### src/inc/cpc_defines.svh
// Purpose: constants of the cell protection controller
// Assumes: 20 MHz core clock, AXI4-Lite register access
// Notes:   times in microseconds, cycle counts derived at the top
`ifndef CPC_DEFINES_SVH
`define CPC_DEFINES_SVH

// ============================================================
// register map
`define CPC_ADDR_PROT      8'h00
`define CPC_ADDR_STAT      8'h04
`define CPC_ADDR_CMD       8'h08
`define CPC_ADDR_CTRL      8'h60
`define CPC_ADDR_W         8

// ============================================================
// protection register fields
`define CPC_P_OV           7
`define CPC_P_UV           6
`define CPC_P_COC          5
`define CPC_P_DOC          4
`define CPC_P_CC           3
`define CPC_P_DC           2
`define CPC_P_CE           1
`define CPC_P_DE           0

// ============================================================
// control register fields
`define CPC_C_NEGATIVE_BLANKING_ENABLE         7
`define CPC_C_UNDERVOLTAGE_SLEEP_ENABLE         6
`define CPC_C_BUS_LOW_SLEEP_ENABLE         5
`define CPC_C_NET_ADDRESS_OPCODE_SELECT        4
`define CPC_C_IO_PIN_WAKE_SWITCH_ENABLE        2
`define CPC_C_DATA_PIN_WAKE_SWITCH_ENABLE         1
`define CPC_CTRL_NV_RESET  8'h00
`define CPC_CTRL_WMASK     8'hFE
`define CPC_OPC_RNA_0      8'h33
`define CPC_OPC_RNA_1      8'h39

// ============================================================
// status and command fields
`define CPC_S_UVF          0
`define CPC_S_SLEEP        1
`define CPC_CMD_COPY       0

// ============================================================
// timing
`define CPC_CLK_HZ         20000000
`define CPC_HZ_PER_MHZ     1000000
`define CPC_T_OVD_US       1000
`define CPC_T_UVD_US       1000
`define CPC_T_OCD_US       10000
`define CPC_T_SCD_US       100
`define CPC_T_SLEEP_US     2000000

// ============================================================
// bus answers
`define CPC_RESP_OKAY      2'h0
`define CPC_RESP_SLVERR    2'h2

`endif

### src/inc/cpc_pkg.sv
// Purpose: types of the cell protection controller
// Assumes: included after cpc_defines.svh
// Notes:   all state of the top except rst_sync_ff lives in cpc_state_t
package cpc_pkg;

	typedef enum logic {CPC_ACTIVE, CPC_SLEEP} cpc_mode_t;

	typedef struct packed {
		logic       awvalid;
		logic [7:0] awaddr;
		logic       wvalid;
		logic [31:0] wdata;
		logic [3:0] wstrb;
		logic       bready;
		logic       arvalid;
		logic [7:0] araddr;
		logic       rready;
	} cpc_axi_req_t;

	typedef struct packed {
		logic        awready;
		logic        wready;
		logic        bvalid;
		logic [1:0]  bresp;
		logic        arready;
		logic        rvalid;
		logic [31:0] rdata;
		logic [1:0]  rresp;
	} cpc_axi_rsp_t;

	typedef struct packed {
		logic over_ov;
		logic below_ce;
		logic below_uv;
		logic below_ov_rc;
		logic sns_below_coc;
		logic sns_above_doc;
		logic sns_above_sc;
		logic sns_dis_1p2mv;
		logic sns_neg_small;
		logic pls_below_det;
		logic pls_above_det;
		logic charger_present;
		logic data_pin;
		logic io_pin;
	} cpc_cmp_t;

	typedef struct packed {
		logic       charge_fet_drive;
		logic       discharge_fet_drive;
		logic       terminal_test_pulldown;
		logic       terminal_test_pullup;
		logic       recovery_charge_enable;
		logic       current_blank;
		logic       io_pin_wake_pullup;
		logic       data_pin_wake_pullup;
		logic       sleep_mode;
		logic [7:0] net_address_opcode;
	} cpc_drive_t;

	typedef struct packed {
		cpc_mode_t        mode;
		cpc_cmp_t         s1;
		cpc_cmp_t         s2;
		logic             dq_prev;
		logic             pio_prev;
		logic [4:0][31:0] cnt;
		logic [31:0]      stable_cnt;
		logic             ov;
		logic             uv;
		logic             charge_overcurrent_flag;
		logic             discharge_overcurrent_flag;
		logic             ov_flag;
		logic             coc_flag;
		logic             doc_flag;
		logic             status_undervoltage_flag;
		logic             ce;
		logic             de;
		logic [7:0]       ctrl;
		logic [7:0]       nv;
		cpc_drive_t       drv;
		logic             aw_got;
		logic [7:0]       aw_addr;
		logic             w_got;
		logic [31:0]      w_data;
		logic [3:0]       w_strb;
		logic             bvalid;
		logic [1:0]       bresp;
		logic             rvalid;
		logic [1:0]       rresp;
		logic [31:0]      rdata;
	} cpc_state_t;

endpackage

### src/verilog/cpc_top.sv
// Purpose: protection state, FET drive and register file of the cell protector
// Assumes: comparator results and pins arrive asynchronously
// Notes:   registers reached over AXI4-Lite, one aligned word each
`timescale 1ns/1ps
`default_nettype none
`include "cpc_defines.svh"

module cpc_top #(
	parameter int unsigned OVD_CYC   = `CPC_T_OVD_US * (`CPC_CLK_HZ / `CPC_HZ_PER_MHZ),
	parameter int unsigned UVD_CYC   = `CPC_T_UVD_US * (`CPC_CLK_HZ / `CPC_HZ_PER_MHZ),
	parameter int unsigned OCD_CYC   = `CPC_T_OCD_US * (`CPC_CLK_HZ / `CPC_HZ_PER_MHZ),
	parameter int unsigned SCD_CYC   = `CPC_T_SCD_US * (`CPC_CLK_HZ / `CPC_HZ_PER_MHZ),
	parameter int unsigned SLEEP_CYC = `CPC_T_SLEEP_US * (`CPC_CLK_HZ / `CPC_HZ_PER_MHZ)
) (
	input  wire logic                  clk,
	input  wire logic                  rst_n,
	input  wire cpc_pkg::cpc_axi_req_t axi_req,
	output      cpc_pkg::cpc_axi_rsp_t axi_rsp,
	input  wire cpc_pkg::cpc_cmp_t     cmp_in,
	output      cpc_pkg::cpc_drive_t   drive
);

	// ============================================================
	// helpers
	localparam int unsigned Q_OV  = 0;
	localparam int unsigned Q_UV  = 1;
	localparam int unsigned Q_COC = 2;
	localparam int unsigned Q_DOC = 3;
	localparam int unsigned Q_SC  = 4;

	// saturating qualification counter
	function automatic logic [31:0] cpc_qualify(
		input logic        cond,
		input logic [31:0] cnt,
		input logic [31:0] lim
	);
		logic [31:0] r;
		r = 32'h0;
		if (cond) begin
			r = (cnt >= lim) ? lim : cnt + 32'h1;
		end
		return r;
	endfunction

	// register index: 0 prot, 1 status, 2 command, 3 control, 4 none
	function automatic logic [2:0] cpc_decode(input logic [7:0] addr);
		logic [2:0] r;
		case (addr)
			`CPC_ADDR_PROT: r = 3'h0;
			`CPC_ADDR_STAT: r = 3'h1;
			`CPC_ADDR_CMD:  r = 3'h2;
			`CPC_ADDR_CTRL: r = 3'h3;
			default:        r = 3'h4;
		endcase
		return r;
	endfunction

	// ============================================================
	// reset release
	logic [1:0] rst_sync_ff;
	logic       rst_int_n;

	always_ff @(posedge clk or negedge rst_n) begin
		if (!rst_n) begin
			rst_sync_ff <= 2'h0;
		end else begin
			rst_sync_ff <= {rst_sync_ff[0], 1'b1};
		end
	end
	assign rst_int_n = rst_sync_ff[1];

	// ============================================================
	// state
	cpc_pkg::cpc_state_t q_ff;
	cpc_pkg::cpc_state_t nxt_q;
	cpc_pkg::cpc_state_t rst_q;

	always_comb begin
		rst_q      = '0;
		rst_q.mode = cpc_pkg::CPC_ACTIVE;
		rst_q.ce   = 1'b1;
		rst_q.de   = 1'b1;
		rst_q.nv   = `CPC_CTRL_NV_RESET;
		rst_q.ctrl = `CPC_CTRL_NV_RESET;
		rst_q.drv.net_address_opcode = `CPC_OPC_RNA_0;
	end

	// ============================================================
	// next-state logic
	logic        active;
	logic        fire_ov;
	logic        fire_uv;
	logic        fire_coc;
	logic        fire_doc;
	logic        fire_sc;
	logic        stable_done;
	logic        go_sleep;
	logic        wake;
	logic        do_write;
	logic [2:0]  widx;
	logic [2:0]  ridx;
	logic [7:0]  wbyte;
	logic [7:0]  prot_rd;
	cpc_pkg::cpc_cmp_t c;

	always_comb begin
		nxt_q  = q_ff;
		c      = q_ff.s2;
		active = (q_ff.mode == cpc_pkg::CPC_ACTIVE);

		nxt_q.s1       = cmp_in;
		nxt_q.s2       = q_ff.s1;
		nxt_q.dq_prev  = c.data_pin;
		nxt_q.pio_prev = c.io_pin;

		// qualification counters, held at zero outside Active
		nxt_q.cnt[Q_OV]  = cpc_qualify(active && c.over_ov, q_ff.cnt[Q_OV], OVD_CYC);
		nxt_q.cnt[Q_UV]  = cpc_qualify(active && c.below_uv, q_ff.cnt[Q_UV], UVD_CYC);
		nxt_q.cnt[Q_COC] = cpc_qualify(active && c.sns_below_coc, q_ff.cnt[Q_COC], OCD_CYC);
		nxt_q.cnt[Q_DOC] = cpc_qualify(active && c.sns_above_doc, q_ff.cnt[Q_DOC], OCD_CYC);
		nxt_q.cnt[Q_SC]  = cpc_qualify(active && c.sns_above_sc, q_ff.cnt[Q_SC], SCD_CYC);
		fire_ov  = (nxt_q.cnt[Q_OV] == OVD_CYC) && (q_ff.cnt[Q_OV] != OVD_CYC);
		fire_uv  = (nxt_q.cnt[Q_UV] == UVD_CYC) && (q_ff.cnt[Q_UV] != UVD_CYC);
		fire_coc = (nxt_q.cnt[Q_COC] == OCD_CYC) && (q_ff.cnt[Q_COC] != OCD_CYC);
		fire_doc = (nxt_q.cnt[Q_DOC] == OCD_CYC) && (q_ff.cnt[Q_DOC] != OCD_CYC);
		fire_sc  = (nxt_q.cnt[Q_SC] == SCD_CYC) && (q_ff.cnt[Q_SC] != SCD_CYC);

		// data line static timer
		nxt_q.stable_cnt = cpc_qualify(active && (c.data_pin == q_ff.dq_prev), q_ff.stable_cnt, SLEEP_CYC);
		stable_done      = (q_ff.stable_cnt == SLEEP_CYC);

		// fault states: set on qualification, release by threshold
		if (fire_ov) begin
			nxt_q.ov = 1'b1;
		end else if (c.below_ce || (c.sns_dis_1p2mv && !c.over_ov)) begin
			nxt_q.ov = 1'b0;
		end
		if (fire_uv) begin
			nxt_q.uv = 1'b1;
		end else if (!c.below_uv) begin
			nxt_q.uv = 1'b0;
		end
		if (fire_coc) begin
			nxt_q.charge_overcurrent_flag = 1'b1;
		end else if (c.pls_below_det) begin
			nxt_q.charge_overcurrent_flag = 1'b0;
		end
		if (fire_doc || fire_sc) begin
			nxt_q.discharge_overcurrent_flag = 1'b1;
		end else if (c.pls_above_det) begin
			nxt_q.discharge_overcurrent_flag = 1'b0;
		end

		// power modes
		go_sleep = active && !c.charger_present && stable_done &&
			((q_ff.ctrl[`CPC_C_BUS_LOW_SLEEP_ENABLE] && !c.data_pin) ||
			 (q_ff.ctrl[`CPC_C_UNDERVOLTAGE_SLEEP_ENABLE] && q_ff.uv));
		wake = !active &&
			((c.charger_present && !c.below_uv) ||
			 (c.data_pin && !q_ff.dq_prev) ||
			 (q_ff.ctrl[`CPC_C_DATA_PIN_WAKE_SWITCH_ENABLE] && !c.data_pin && q_ff.dq_prev) ||
			 (q_ff.ctrl[`CPC_C_IO_PIN_WAKE_SWITCH_ENABLE] && !c.io_pin && q_ff.pio_prev));

		// ---------------- register bus ----------------
		if (axi_req.awvalid && axi_rsp.awready) begin
			nxt_q.aw_got  = 1'b1;
			nxt_q.aw_addr = axi_req.awaddr;
		end
		if (axi_req.wvalid && axi_rsp.wready) begin
			nxt_q.w_got  = 1'b1;
			nxt_q.w_data = axi_req.wdata;
			nxt_q.w_strb = axi_req.wstrb;
		end
		if (q_ff.bvalid && axi_req.bready) begin
			nxt_q.bvalid = 1'b0;
		end
		do_write = q_ff.aw_got && q_ff.w_got && !q_ff.bvalid;
		widx     = cpc_decode(q_ff.aw_addr);
		wbyte    = q_ff.w_data[7:0];
		if (do_write) begin
			nxt_q.aw_got = 1'b0;
			nxt_q.w_got  = 1'b0;
			nxt_q.bvalid = 1'b1;
			nxt_q.bresp  = (widx == 3'h4) ? `CPC_RESP_SLVERR : `CPC_RESP_OKAY;
		end

		// flag clears by software first, hardware sets below win
		if (do_write && q_ff.w_strb[0]) begin
			case (widx)
				3'h0: begin
					if (!wbyte[`CPC_P_OV]) begin
						nxt_q.ov_flag = 1'b0;
					end
					if (!wbyte[`CPC_P_COC]) begin
						nxt_q.coc_flag = 1'b0;
					end
					if (!wbyte[`CPC_P_DOC]) begin
						nxt_q.doc_flag = 1'b0;
					end
					if (active) begin
						nxt_q.ce = wbyte[`CPC_P_CE];
						nxt_q.de = wbyte[`CPC_P_DE];
					end
				end
				3'h1: begin
					if (!wbyte[`CPC_S_UVF]) begin
						nxt_q.status_undervoltage_flag = 1'b0;
					end
				end
				3'h2: begin
					if (wbyte[`CPC_CMD_COPY]) begin
						nxt_q.nv = q_ff.ctrl;
					end
				end
				3'h3: begin
					nxt_q.ctrl = wbyte & `CPC_CTRL_WMASK;
				end
				default: begin
				end
			endcase
		end

		// sleep entry clears ov_flag, coc_flag and doc_flag, wake restores enables
		if (go_sleep) begin
			nxt_q.mode     = cpc_pkg::CPC_SLEEP;
			nxt_q.ov_flag  = 1'b0;
			nxt_q.coc_flag = 1'b0;
			nxt_q.doc_flag = 1'b0;
		end else if (wake) begin
			nxt_q.mode = cpc_pkg::CPC_ACTIVE;
			nxt_q.ce   = 1'b1;
			nxt_q.de   = 1'b1;
		end
		if (fire_ov) begin
			nxt_q.ov_flag = 1'b1;
		end
		if (fire_uv) begin
			nxt_q.status_undervoltage_flag = 1'b1;
		end
		if (fire_coc) begin
			nxt_q.coc_flag = 1'b1;
		end
		if (fire_doc || fire_sc) begin
			nxt_q.doc_flag = 1'b1;
		end

		// read channel
		ridx    = cpc_decode(axi_req.araddr);
		prot_rd = {q_ff.ov_flag, q_ff.status_undervoltage_flag, q_ff.coc_flag, q_ff.doc_flag,
			q_ff.drv.charge_fet_drive, q_ff.drv.discharge_fet_drive,
			q_ff.ce, q_ff.de};
		if (q_ff.rvalid && axi_req.rready) begin
			nxt_q.rvalid = 1'b0;
		end
		if (axi_req.arvalid && axi_rsp.arready) begin
			nxt_q.rvalid = 1'b1;
			nxt_q.rresp  = `CPC_RESP_OKAY;
			nxt_q.rdata  = 32'h0;
			case (ridx)
				3'h0: nxt_q.rdata[7:0] = prot_rd;
				3'h1: nxt_q.rdata[7:0] = {6'h0, !active, q_ff.status_undervoltage_flag};
				3'h2: nxt_q.rdata[7:0] = 8'h00;
				3'h3: nxt_q.rdata[7:0] = q_ff.ctrl;
				default: nxt_q.rresp   = `CPC_RESP_SLVERR;
			endcase
		end

		// ---------------- outputs ----------------
		nxt_q.drv.charge_fet_drive = (nxt_q.mode == cpc_pkg::CPC_ACTIVE) &&
			!nxt_q.ov && !nxt_q.uv && !nxt_q.charge_overcurrent_flag && nxt_q.ce;
		nxt_q.drv.discharge_fet_drive = (nxt_q.mode == cpc_pkg::CPC_ACTIVE) &&
			!nxt_q.uv && !nxt_q.charge_overcurrent_flag && !nxt_q.discharge_overcurrent_flag && nxt_q.de;
		nxt_q.drv.terminal_test_pulldown = nxt_q.charge_overcurrent_flag;
		nxt_q.drv.terminal_test_pullup   = nxt_q.discharge_overcurrent_flag;
		nxt_q.drv.recovery_charge_enable = c.below_ov_rc;
		nxt_q.drv.current_blank = q_ff.ctrl[`CPC_C_NEGATIVE_BLANKING_ENABLE] && c.sns_neg_small;
		nxt_q.drv.io_pin_wake_pullup   = !active && q_ff.ctrl[`CPC_C_IO_PIN_WAKE_SWITCH_ENABLE];
		nxt_q.drv.data_pin_wake_pullup = !active && q_ff.ctrl[`CPC_C_DATA_PIN_WAKE_SWITCH_ENABLE];
		nxt_q.drv.sleep_mode = (nxt_q.mode == cpc_pkg::CPC_SLEEP);
		nxt_q.drv.net_address_opcode = q_ff.ctrl[`CPC_C_NET_ADDRESS_OPCODE_SELECT] ?
			`CPC_OPC_RNA_1 : `CPC_OPC_RNA_0;
	end

	always_ff @(posedge clk or negedge rst_int_n) begin
		if (!rst_int_n) begin
			q_ff <= rst_q;
		end else begin
			q_ff <= nxt_q;
		end
	end

	// ============================================================
	// ports
	always_comb begin
		axi_rsp         = '0;
		axi_rsp.awready = !q_ff.aw_got && !q_ff.bvalid;
		axi_rsp.wready  = !q_ff.w_got && !q_ff.bvalid;
		axi_rsp.bvalid  = q_ff.bvalid;
		axi_rsp.bresp   = q_ff.bresp;
		axi_rsp.arready = !q_ff.rvalid;
		axi_rsp.rvalid  = q_ff.rvalid;
		axi_rsp.rdata   = q_ff.rdata;
		axi_rsp.rresp   = q_ff.rresp;
	end

	assign drive = q_ff.drv;

endmodule // cpc_top

`default_nettype wire

### config.mk
export PLATFORM = sky130hd
export DESIGN_NAME = cpc_top
export DESIGN_NICKNAME = d
export VERILOG_FILES = /design/src/inc/cpc_pkg.sv /design/src/verilog/cpc_top.sv
export VERILOG_INCLUDE_DIRS = /design/src /design/src/inc
export SDC_FILE = /design/constraint.sdc
export NUM_CORES = 1
export LEC_CHECK = 0
export CAP_MARGIN = 20
export CORE_UTILIZATION = 55
export CTS_BUF_LIST = sky130_fd_sc_hd__clkbuf_8
export DETAILED_ROUTE_END_ITERATION = 16
export DONT_BUFFER_PORTS = 1
export GPL_TIMING_DRIVEN = 0
export PLACE_DENSITY = 0.72
export SYNTH_ARGS = -nofsm -noshare
export SYNTH_HDL_FRONTEND = slang
export SYNTH_SLANG_ARGS = --single-unit
### constraint.sdc
create_clock -name clk -period 8.15 [get_ports clk]
set_clock_uncertainty 0.1 [all_clocks]
set_input_delay 0.815 -clock clk [delete_from_list [all_inputs] [get_ports clk]]
set_output_delay 0.815 -clock clk [all_outputs]
set_load 0.01 [all_outputs]
==> flow_summary_export.csv, run 1 <==
group,metric,value,unit
worst_setup_path,r2r-start,"q_ff[287]",
cells_and_area,num_antenna_cells,0,
clocking,post_cts_resized,0,
worst_setup_path,r2r_setup_slack,5.39,ns
synth,synth_seq_cells,281,
clocking,clk_pin_slew,0.06,ns
routing,vias_per_cell,5.10,
synth,syn_avg_cell_area,10.9,µm²
synth,synthTopCellsByCount,"dfrtp_1 (278), nor2_1 (123), nand2_1 (75), a21oi_1 (58), buf_4 (56)",
placement,dp_hpwl,15200,µm
placement,port_buffers,0,
clocking,cts_inserted_buffers,45,
synth,seq_area_frac_synth,57.9,%
cells_and_area,syn_to_final_growth,15.2,%
synth,synth_top_area_share,57.2,%
synth,synth_most_common_cell,"dfrtp_1",
synth,ys.flop_type,"dfrtp_1",
routing,drt_first_pass_iters,5,
sta,finalCriticalPeriod,2.76,ns
clocking,postCtsSetupRepairBufs,0,
floorplanning,core_area,21800,µm²
placement,dp_cells,1517,
worst_setup_path,crit_path_end_kind,"register",
synth,synth_cells,1113,
routing,vias,8162,
global_routing,grt_pass1_vias,7756,
floorplanning,die_area,22700,µm²
routing,postRouteAntennaNets,0,
clocking,htree_num_levels,2,
power_and_ir_drop,cellLeakagePower,6.14,nW
synth,yosysWarnings,0,
worst_setup_path,cp_top_family,"simple AND/OR/NAND/NOR gates",
worst_setup_path,cp-start-kind,"register",
worst_setup_path,slowest_stage,"dfrtp_1",
cells_and_area,final_util,64.4,%
routing,wl,22100,µm
worst_setup_path,crit_buf_inv,1,
global_routing,overflow,0,
synth,ys_types,79,
worst_setup_path,required,8.50,ns
synth,synthTopCellsByArea,"dfrtp_1 (57%), nor2_1 (3.8%), buf_4 (3.5%)",
worst_setup_path,critPathArrivalTime,3.11,ns
cells_and_area,finalNetCount,1371,
flow_run,cap_violations,0,
global_routing,grt_util_all_layers,20.2,%
synth,asyncSetResetFlopFracSynth,100,%
sta,rsz0062_at_grt,"no",
synth,synth-edff-count,0,
synth,yosysTopAreaCell,"dfrtp_1",
global_routing,antenna_found_initial,0,
sta,worst_pin_slew,0.815,ns
placement,place_congestion,0.851,
floorplanning,top_level_ports,131,
sta,hold_violations,0,
outcome,outcome,"finished clean",
routing,wl_per_cell,13.8,µm
hold_path,min_path_type,"register to asynchronous set/reset pin",
worst_setup_path,cp_slowest_stage_delay,0.43,ns
clocking,cts_hold_buffers,1,
power_and_ir_drop,max-vdd-ir-drop,0.169,mV
routing,first_iter_violations,398,
floorplanning,start_util,55.9,%
synth,netlist_area,12200,µm²
routing,remaining_drc_errors,0,
clocking,clock-sinks,281,
worst_setup_path,crit_fanout,7,
cells_and_area,nFillCells,1786,
clocking,clkLatencyLatePin,0.55,ns
sta,tns,0,ns
worst_setup_path,crit_chain,"ha_1 > clkbuf_1 > nand3_1 > nor4_1 > xnor2_1 > a211oi_1 > o22ai_1 > nand3_2 > nor3_2",
clocking,cts_tree,"built",
sta,fin_crit_sh,33.9,%
worst_setup_path,path_class,"register to register",
sta,max_freq,362,MHz
cells_and_area,drive_gt1_share,13.8,%
worst_setup_path,reg2reg_to,"drive[15]",
clocking,clk_path_buf_depth,3,
sta,slew_viol_final,0,
sta,setup_violations,0,
cells_and_area,finalNonFillerCells,1599,
floorplanning,die_width,151,µm
floorplanning,die_h,151,µm
global_routing,grt_pass1_wl,36900,µm
power_and_ir_drop,powerDensity,214,nW/µm²
sta,slew_headroom,45.3,%
floorplanning,rows,54,
clocking,clk_root_buffer_cell,"clkbuf_8",
global_routing,grt_max_degree,74,
worst_setup_path,crit_start,"q_ff[287]",
power_and_ir_drop,total_power,0.00300,W
worst_setup_path,r2r.worst_path.cells,9,
-- cells by family (layout without fill, tap and decap cells) --
group / count (synthesis) / after routing / synth area share, %
AO/OA/AOI/OAI: 153 / 153 / 8.01
XOR/XNOR: 88 / 88 / 6.34
adder cells (fa/ha/maj): 13 / 13 / 1.34
buffers and inverters: 122 / 208 / 5.67
flip-flops: 281 / 281 / 57.9
multiplexers: 25 / 25 / 2.29
other: 2 / 122 / 0.0618
AND/OR/NAND/NOR: 429 / 429 / 18.4
-- placed cells by master, fill, tap and decap left out, types with 6 or more instances in the layout --
cell type and instances:
clkinv_2 6, nor3_1 25, inv_1 55, dfrtp_1 277, nor2b_1 9, nor3b_1 7, nand2_1 75, buf_4 56
xnor2_1 45, nor2_1 123, nor4_1 36, or3_1 9, o21ai_0 30, mux2_2 22, a22oi_1 6, or4_1 8
ha_1 13, and3_1 14, clkbuf_1 14, a21oi_1 58, a31oi_1 6, conb_1 122, clkbuf_8 60, and2_1 11
nand3_1 48, nand4_1 21, xor2_1 43, nand2b_1 11
-- sequential cells by signal, summed over array words and instances, names as in the netlist --
signal and count:
axi_rsp 12, c 14, drive 11, nxt_q 14, prot_rd 6, q_ff 222
rst_sync_ff 2
-- per-stage QoR --
stage                     setup slack [ns]  cell area [µm²]  hold WS (ns)
final                                 5.39            14000         0.121
after global routing                  5.18            14000         0.145
after CTS                             5.40            14000         0.133
after detailed placement              5.20            13100         0.127
after global placement                1.96            13000         0.234
after floorplan                       3.45            12600         0.231
-- per-layer routing --
| metal | global-route usage, % | up-vias | wire length, µm |
|---|---|---|---|
| met1 | 28.7 | 3914 | 10300 |
| met2 | 32.1 | 163 | 10500 |
| li1 | - | 4047 | - |
| met5 | 0 | - | 0 |
| met4 | 5.85 | 0 | 340 |
| met3 | 3.64 | 38 | 989 |
-- worst max path at each step --
stage,to,cells after the start
detailed placement,axi_rsp[9],6
floorplan,axi_rsp[1],0
finish,drive[15],9
CTS,drive[15],9
global route,drive[15],9
global placement,q_ff[230],0
-- power by group --
part           switching, W  leakage, nW  internal [W]
Clock              0.000535        0.530      0.000661
Combinational      0.000124         2.16      0.000112
Sequential        0.0000714         3.45       0.00150
Total              0.000730         6.14       0.00227
-- final cells by class --
type                            count  area [µm²]  share of cell area (%)
Sequential cell                   281        7040                    50.3
Multi-Input combinational cell    830        4880                    34.8
Clock buffer                       60         826                    5.90
Buffer                             79         528                    3.77
Tap cell                          280         350                    2.50
Inverter                           43         161                    1.15
Timing Repair Buffer                5         120                   0.858
Clock inverter                     21         103                   0.733
-- worst reg2reg max path: stages (launching register included) --
cell and delay, ns:
dfrtp_1 0.43, ha_1 0.18, clkbuf_1 0.28, nand3_1 0.28, nor4_1 0.41, xnor2_1 0.19, a211oi_1 0.07, o22ai_1 0.36
nand3_2 0.16, nor3_2 0.22
Power figures use the tool's default switching activity.
==> run 2: changes to the inputs <==
- ABC_AREA: default -> 1
- PLACE_DENSITY: 0.72 -> 0.69
- clock period: 8.15 -> 2.6 ns (I/O delays scaled with it)
==> run 2 against run 1 <==
  * Non-clock buffer count is 41 higher
  * Routed wire length up 18%
  * Synthesized cell count is 30% higher
  * Sequential power increased to 3.1 times the previous value
  * Global-route usage grew 2.7 points
  * Critical path depth increased by 5
  * Critical path type unchanged
  * Largest cell class unchanged
==> flow_summary_export.csv, run 2 <==
group,metric,value,unit
outcome,outcome,"finished clean",
power_and_ir_drop,powerDensity,626,nW/µm²
floorplanning,rows,55,
global_routing,antenna_found_initial,3,
sta,slew_headroom,58.8,%
synth,synth_seq_cells,281,
worst_setup_path,cp_top_family,"simple AND/OR/NAND/NOR gates",
floorplanning,core_area,22700,µm²
worst_setup_path,cp-start-kind,"register",
sta,setup_violations,0,
sta,fin_hold_ws,0.0374,ns
global_routing,grt_pass1_wl,44100,µm
synth,yosysWarnings,0,
hold_path,min_from,"axi_req[47]",
floorplanning,start_util,56.1,%
clocking,clock-sinks,281,
placement,place_congestion,0.867,
placement,port_buffers,0,
cells_and_area,finalNetCount,1754,
worst_setup_path,path_class,"register to register",
global_routing,grt_util_all_layers,22.9,%
power_and_ir_drop,cellLeakagePower,7.46,nW
sta,hold_violations,0,
sta,max_freq,422,MHz
clocking,htree_num_levels,2,
global_routing,overflow,0,
floorplanning,top_level_ports,131,
hold_path,holdPathEnd,"q_ff[47]",
sta,fin_crit_sh,91.2,%
cells_and_area,drive_gt1_share,11.7,%
routing,routed-wl-met2,12400,µm
synth,yosysTopAreaCell,"dfrtp_1",
sta,rsz0062_at_grt,"no",
cells_and_area,largest_reg_flops,222,
hold_path,whs_path_depth,3,
clocking,clkLatencyLatePin,0.55,ns
cells_and_area,final_common_cell,"dfrtp_1",
clocking,clk_root_buffer_cell,"clkbuf_8",
worst_setup_path,r2r_setup_slack,0.23,ns
cells_and_area,syn_to_final_growth,18.2,%
routing,wl,26000,µm
floorplanning,die_width,154,µm
cells_and_area,nFillCells,1915,
synth,synth_most_common_cell,"dfrtp_1",
synth,seq_area_frac_synth,55.2,%
worst_setup_path,crit_fanout,4,
clocking,cts_inserted_buffers,47,
clocking,clk_path_buf_depth,3,
synth,asyncSetResetFlopFracSynth,100,%
cells_and_area,final_util,66.3,%
routing,vias,9724,
synth,synth_top_area_share,54.6,%
worst_setup_path,r2r-start,"q_ff[255]",
worst_setup_path,cp_slowest_stage_delay,0.39,ns
sta,worst_pin_slew,0.613,ns
worst_setup_path,critPathArrivalTime,2.71,ns
power_and_ir_drop,max-vdd-ir-drop,0.468,mV
routing,vias_per_cell,4.90,
synth,synthTopCellsByArea,"dfrtp_1 (55%), nand2_1 (7.7%), nor2_1 (6.6%)",
synth,synth-edff-count,0,
global_routing,grt_max_degree,71,
worst_setup_path,reg2reg_to,"drive[15]",
routing,remaining_drc_errors,0,
floorplanning,die_area,23800,µm²
synth,ys_types,49,
routing,wl_per_cell,13.1,µm
sta,finalCriticalPeriod,2.37,ns
worst_setup_path,crit_chain,"ha_1 > nand3_1 > nor2_2 > nand3_1 > nor2_2 > nand2_1 > nand2_1 > nor2_1 > nor2_1 > nand2_1 > nor2_1 > nand3_1 > nand3_2 > nor2_1",
global_routing,grt_pass1_vias,9378,
floorplanning,die_h,154,µm
worst_setup_path,crit_path_end_kind,"register",
cells_and_area,final_cell_mix,"dfrtp_1 (277), nand2_1 (261), nor2_1 (222), inv_1 (197), conb_1 (122)",
synth,synthTopCellsByCount,"dfrtp_1 (278), nand2_1 (262), nor2_1 (223), inv_1 (180), nand3_1 (85)",
synth,ys.flop_type,"dfrtp_1",
worst_setup_path,crit_buf_inv,0,
synth,syn_avg_cell_area,8.82,µm²
routing,top_layer,"met4",
sta,slew_viol_final,0,
synth,netlist_area,12700,µm²
routing,first_iter_violations,558,
routing,wl_met1,11800,µm
routing,wl_met3,1350,µm
synth,synth_cells,1444,
worst_setup_path,cp_common_cell,"nor2_1",
routing,drt_first_pass_iters,5,
worst_setup_path,required,2.94,ns
placement,dp_hpwl,18400,µm
clocking,cts_tree,"built",
routing,postRouteAntennaNets,0,
worst_setup_path,slowest_stage,"dfrtp_1",
worst_setup_path,r2r.worst_path.cells,14,
cells_and_area,top_register,"q_ff",
clocking,clk_pin_slew,0.06,ns
flow_run,cap_violations,0,
hold_path,min_path_type,"input port to register",
[run 2: cell count changes in the layout (fill, tap and decap cells not counted), sizes merged, moves of 12 or more]
| cell | before | now |
|---|---|---|
| nand2 | 75 | 275 |
| inv | 57 | 209 |
| xnor2 | 45 | 4 |
| clkbuf | 75 | 61 |
| nor4 | 37 | 12 |
| nand3 | 49 | 90 |
| nor3 | 28 | 45 |
| dlygate4sd3 | 1 | 50 |
| xor2 | 43 | 27 |
| o21ai | 31 | 58 |
| and3 | 15 | 3 |
| nor2 | 123 | 244 |
| mux2 | 22 | 4 |
[run 2: layer usage]
| layer | track usage [%] | vias up |
|---|---|---|
| met3 | 4.46 | 40 |
| met4 | 7.14 | 0 |
| met5 | 0 | - |
| li1 | - | 4911 |
| met2 | 37.7 | 254 |
| met1 | 30.9 | 4519 |
[run 2: tightest hold or removal path, cell delays in order]
cell and delay [ns]:
nand2_1 0.18, nor2_1 0.16, a21oi_1 0.05
[run 2: worst max path at each step]
stage,slack (ns),cells after the start,endpoint,start
after floorplan,-0.30,0,axi_rsp[1],rst_sync_ff[1]
after global placement,-1.23,0,q_ff[173],rst_sync_ff[1]
after detailed placement,0.1,13,drive[15],drive[8]
after CTS,0.06,13,drive[15],drive[8]
after global routing,0.004,14,drive[15],q_ff[255]
final,0.23,14,drive[15],q_ff[255]
[run 2: through the flow]
step           worst slack (ns)  TNS, ns  cell area (µm²)  std cells  total power (W)
4_1_cts                  0.0611        0            15000       1981          0.00949
3_5_place_dp             0.0959        0            13700       1853          0.00573
2_1_floorplan            -0.304   -84.03            13200       1564          0.00552
5_1_grt                 0.00366        0            15100       1985          0.00986
6_report                  0.229        0            15100       1985          0.00943
3_3_place_gp              -1.23  -333.08            13600       1849          0.00568
[run 2: cell families after synthesis]
logic type	count (synthesis)	share of synthesized area, %
and+or+nand+nor	718	25.6
DFF	281	55.2
buffers and inverters	261	9.56
AOI/OAI and AO/OA	134	5.84
xor gates and xnor gates	31	2.13
adders and majority gates	13	1.28
muxes	4	0.354
other	2	0.0589
[run 2: area by class of cell]
| class | instances | area [µm²] | area share, % |
|---|---|---|---|
| flip-flops and latches | 281 | 7040 | 46.7 |
| multi-input cells | 1022 | 4950 | 32.8 |
| clock buffers | 54 | 743 | 4.93 |
| inverters | 191 | 719 | 4.78 |
| plain buffers | 70 | 499 | 3.31 |
| diodes | 3 | 7.51 | 0.0498 |
| repair buffers | 55 | 618 | 4.10 |
| clock inverters | 24 | 130 | 0.864 |
| well taps | 285 | 357 | 2.37 |
[run 2: what timing repair did]
action                     in CTS  in global routing
resized for setup               0                  4
hold buffers                   50                  0
buffers inserted                0                  1
setup endpoints to repair       0                  3
hold endpoints to repair       41                  0
[run 2: power by group]
part	leakage, nW	switching [W]	total, W	internal [W]
sequential	3.46	0.000189	0.00488	0.00469
clock	0.513	0.00165	0.00363	0.00198
combinational	3.49	0.000557	0.000920	0.000363
total	7.46	0.00240	0.00943	0.00703
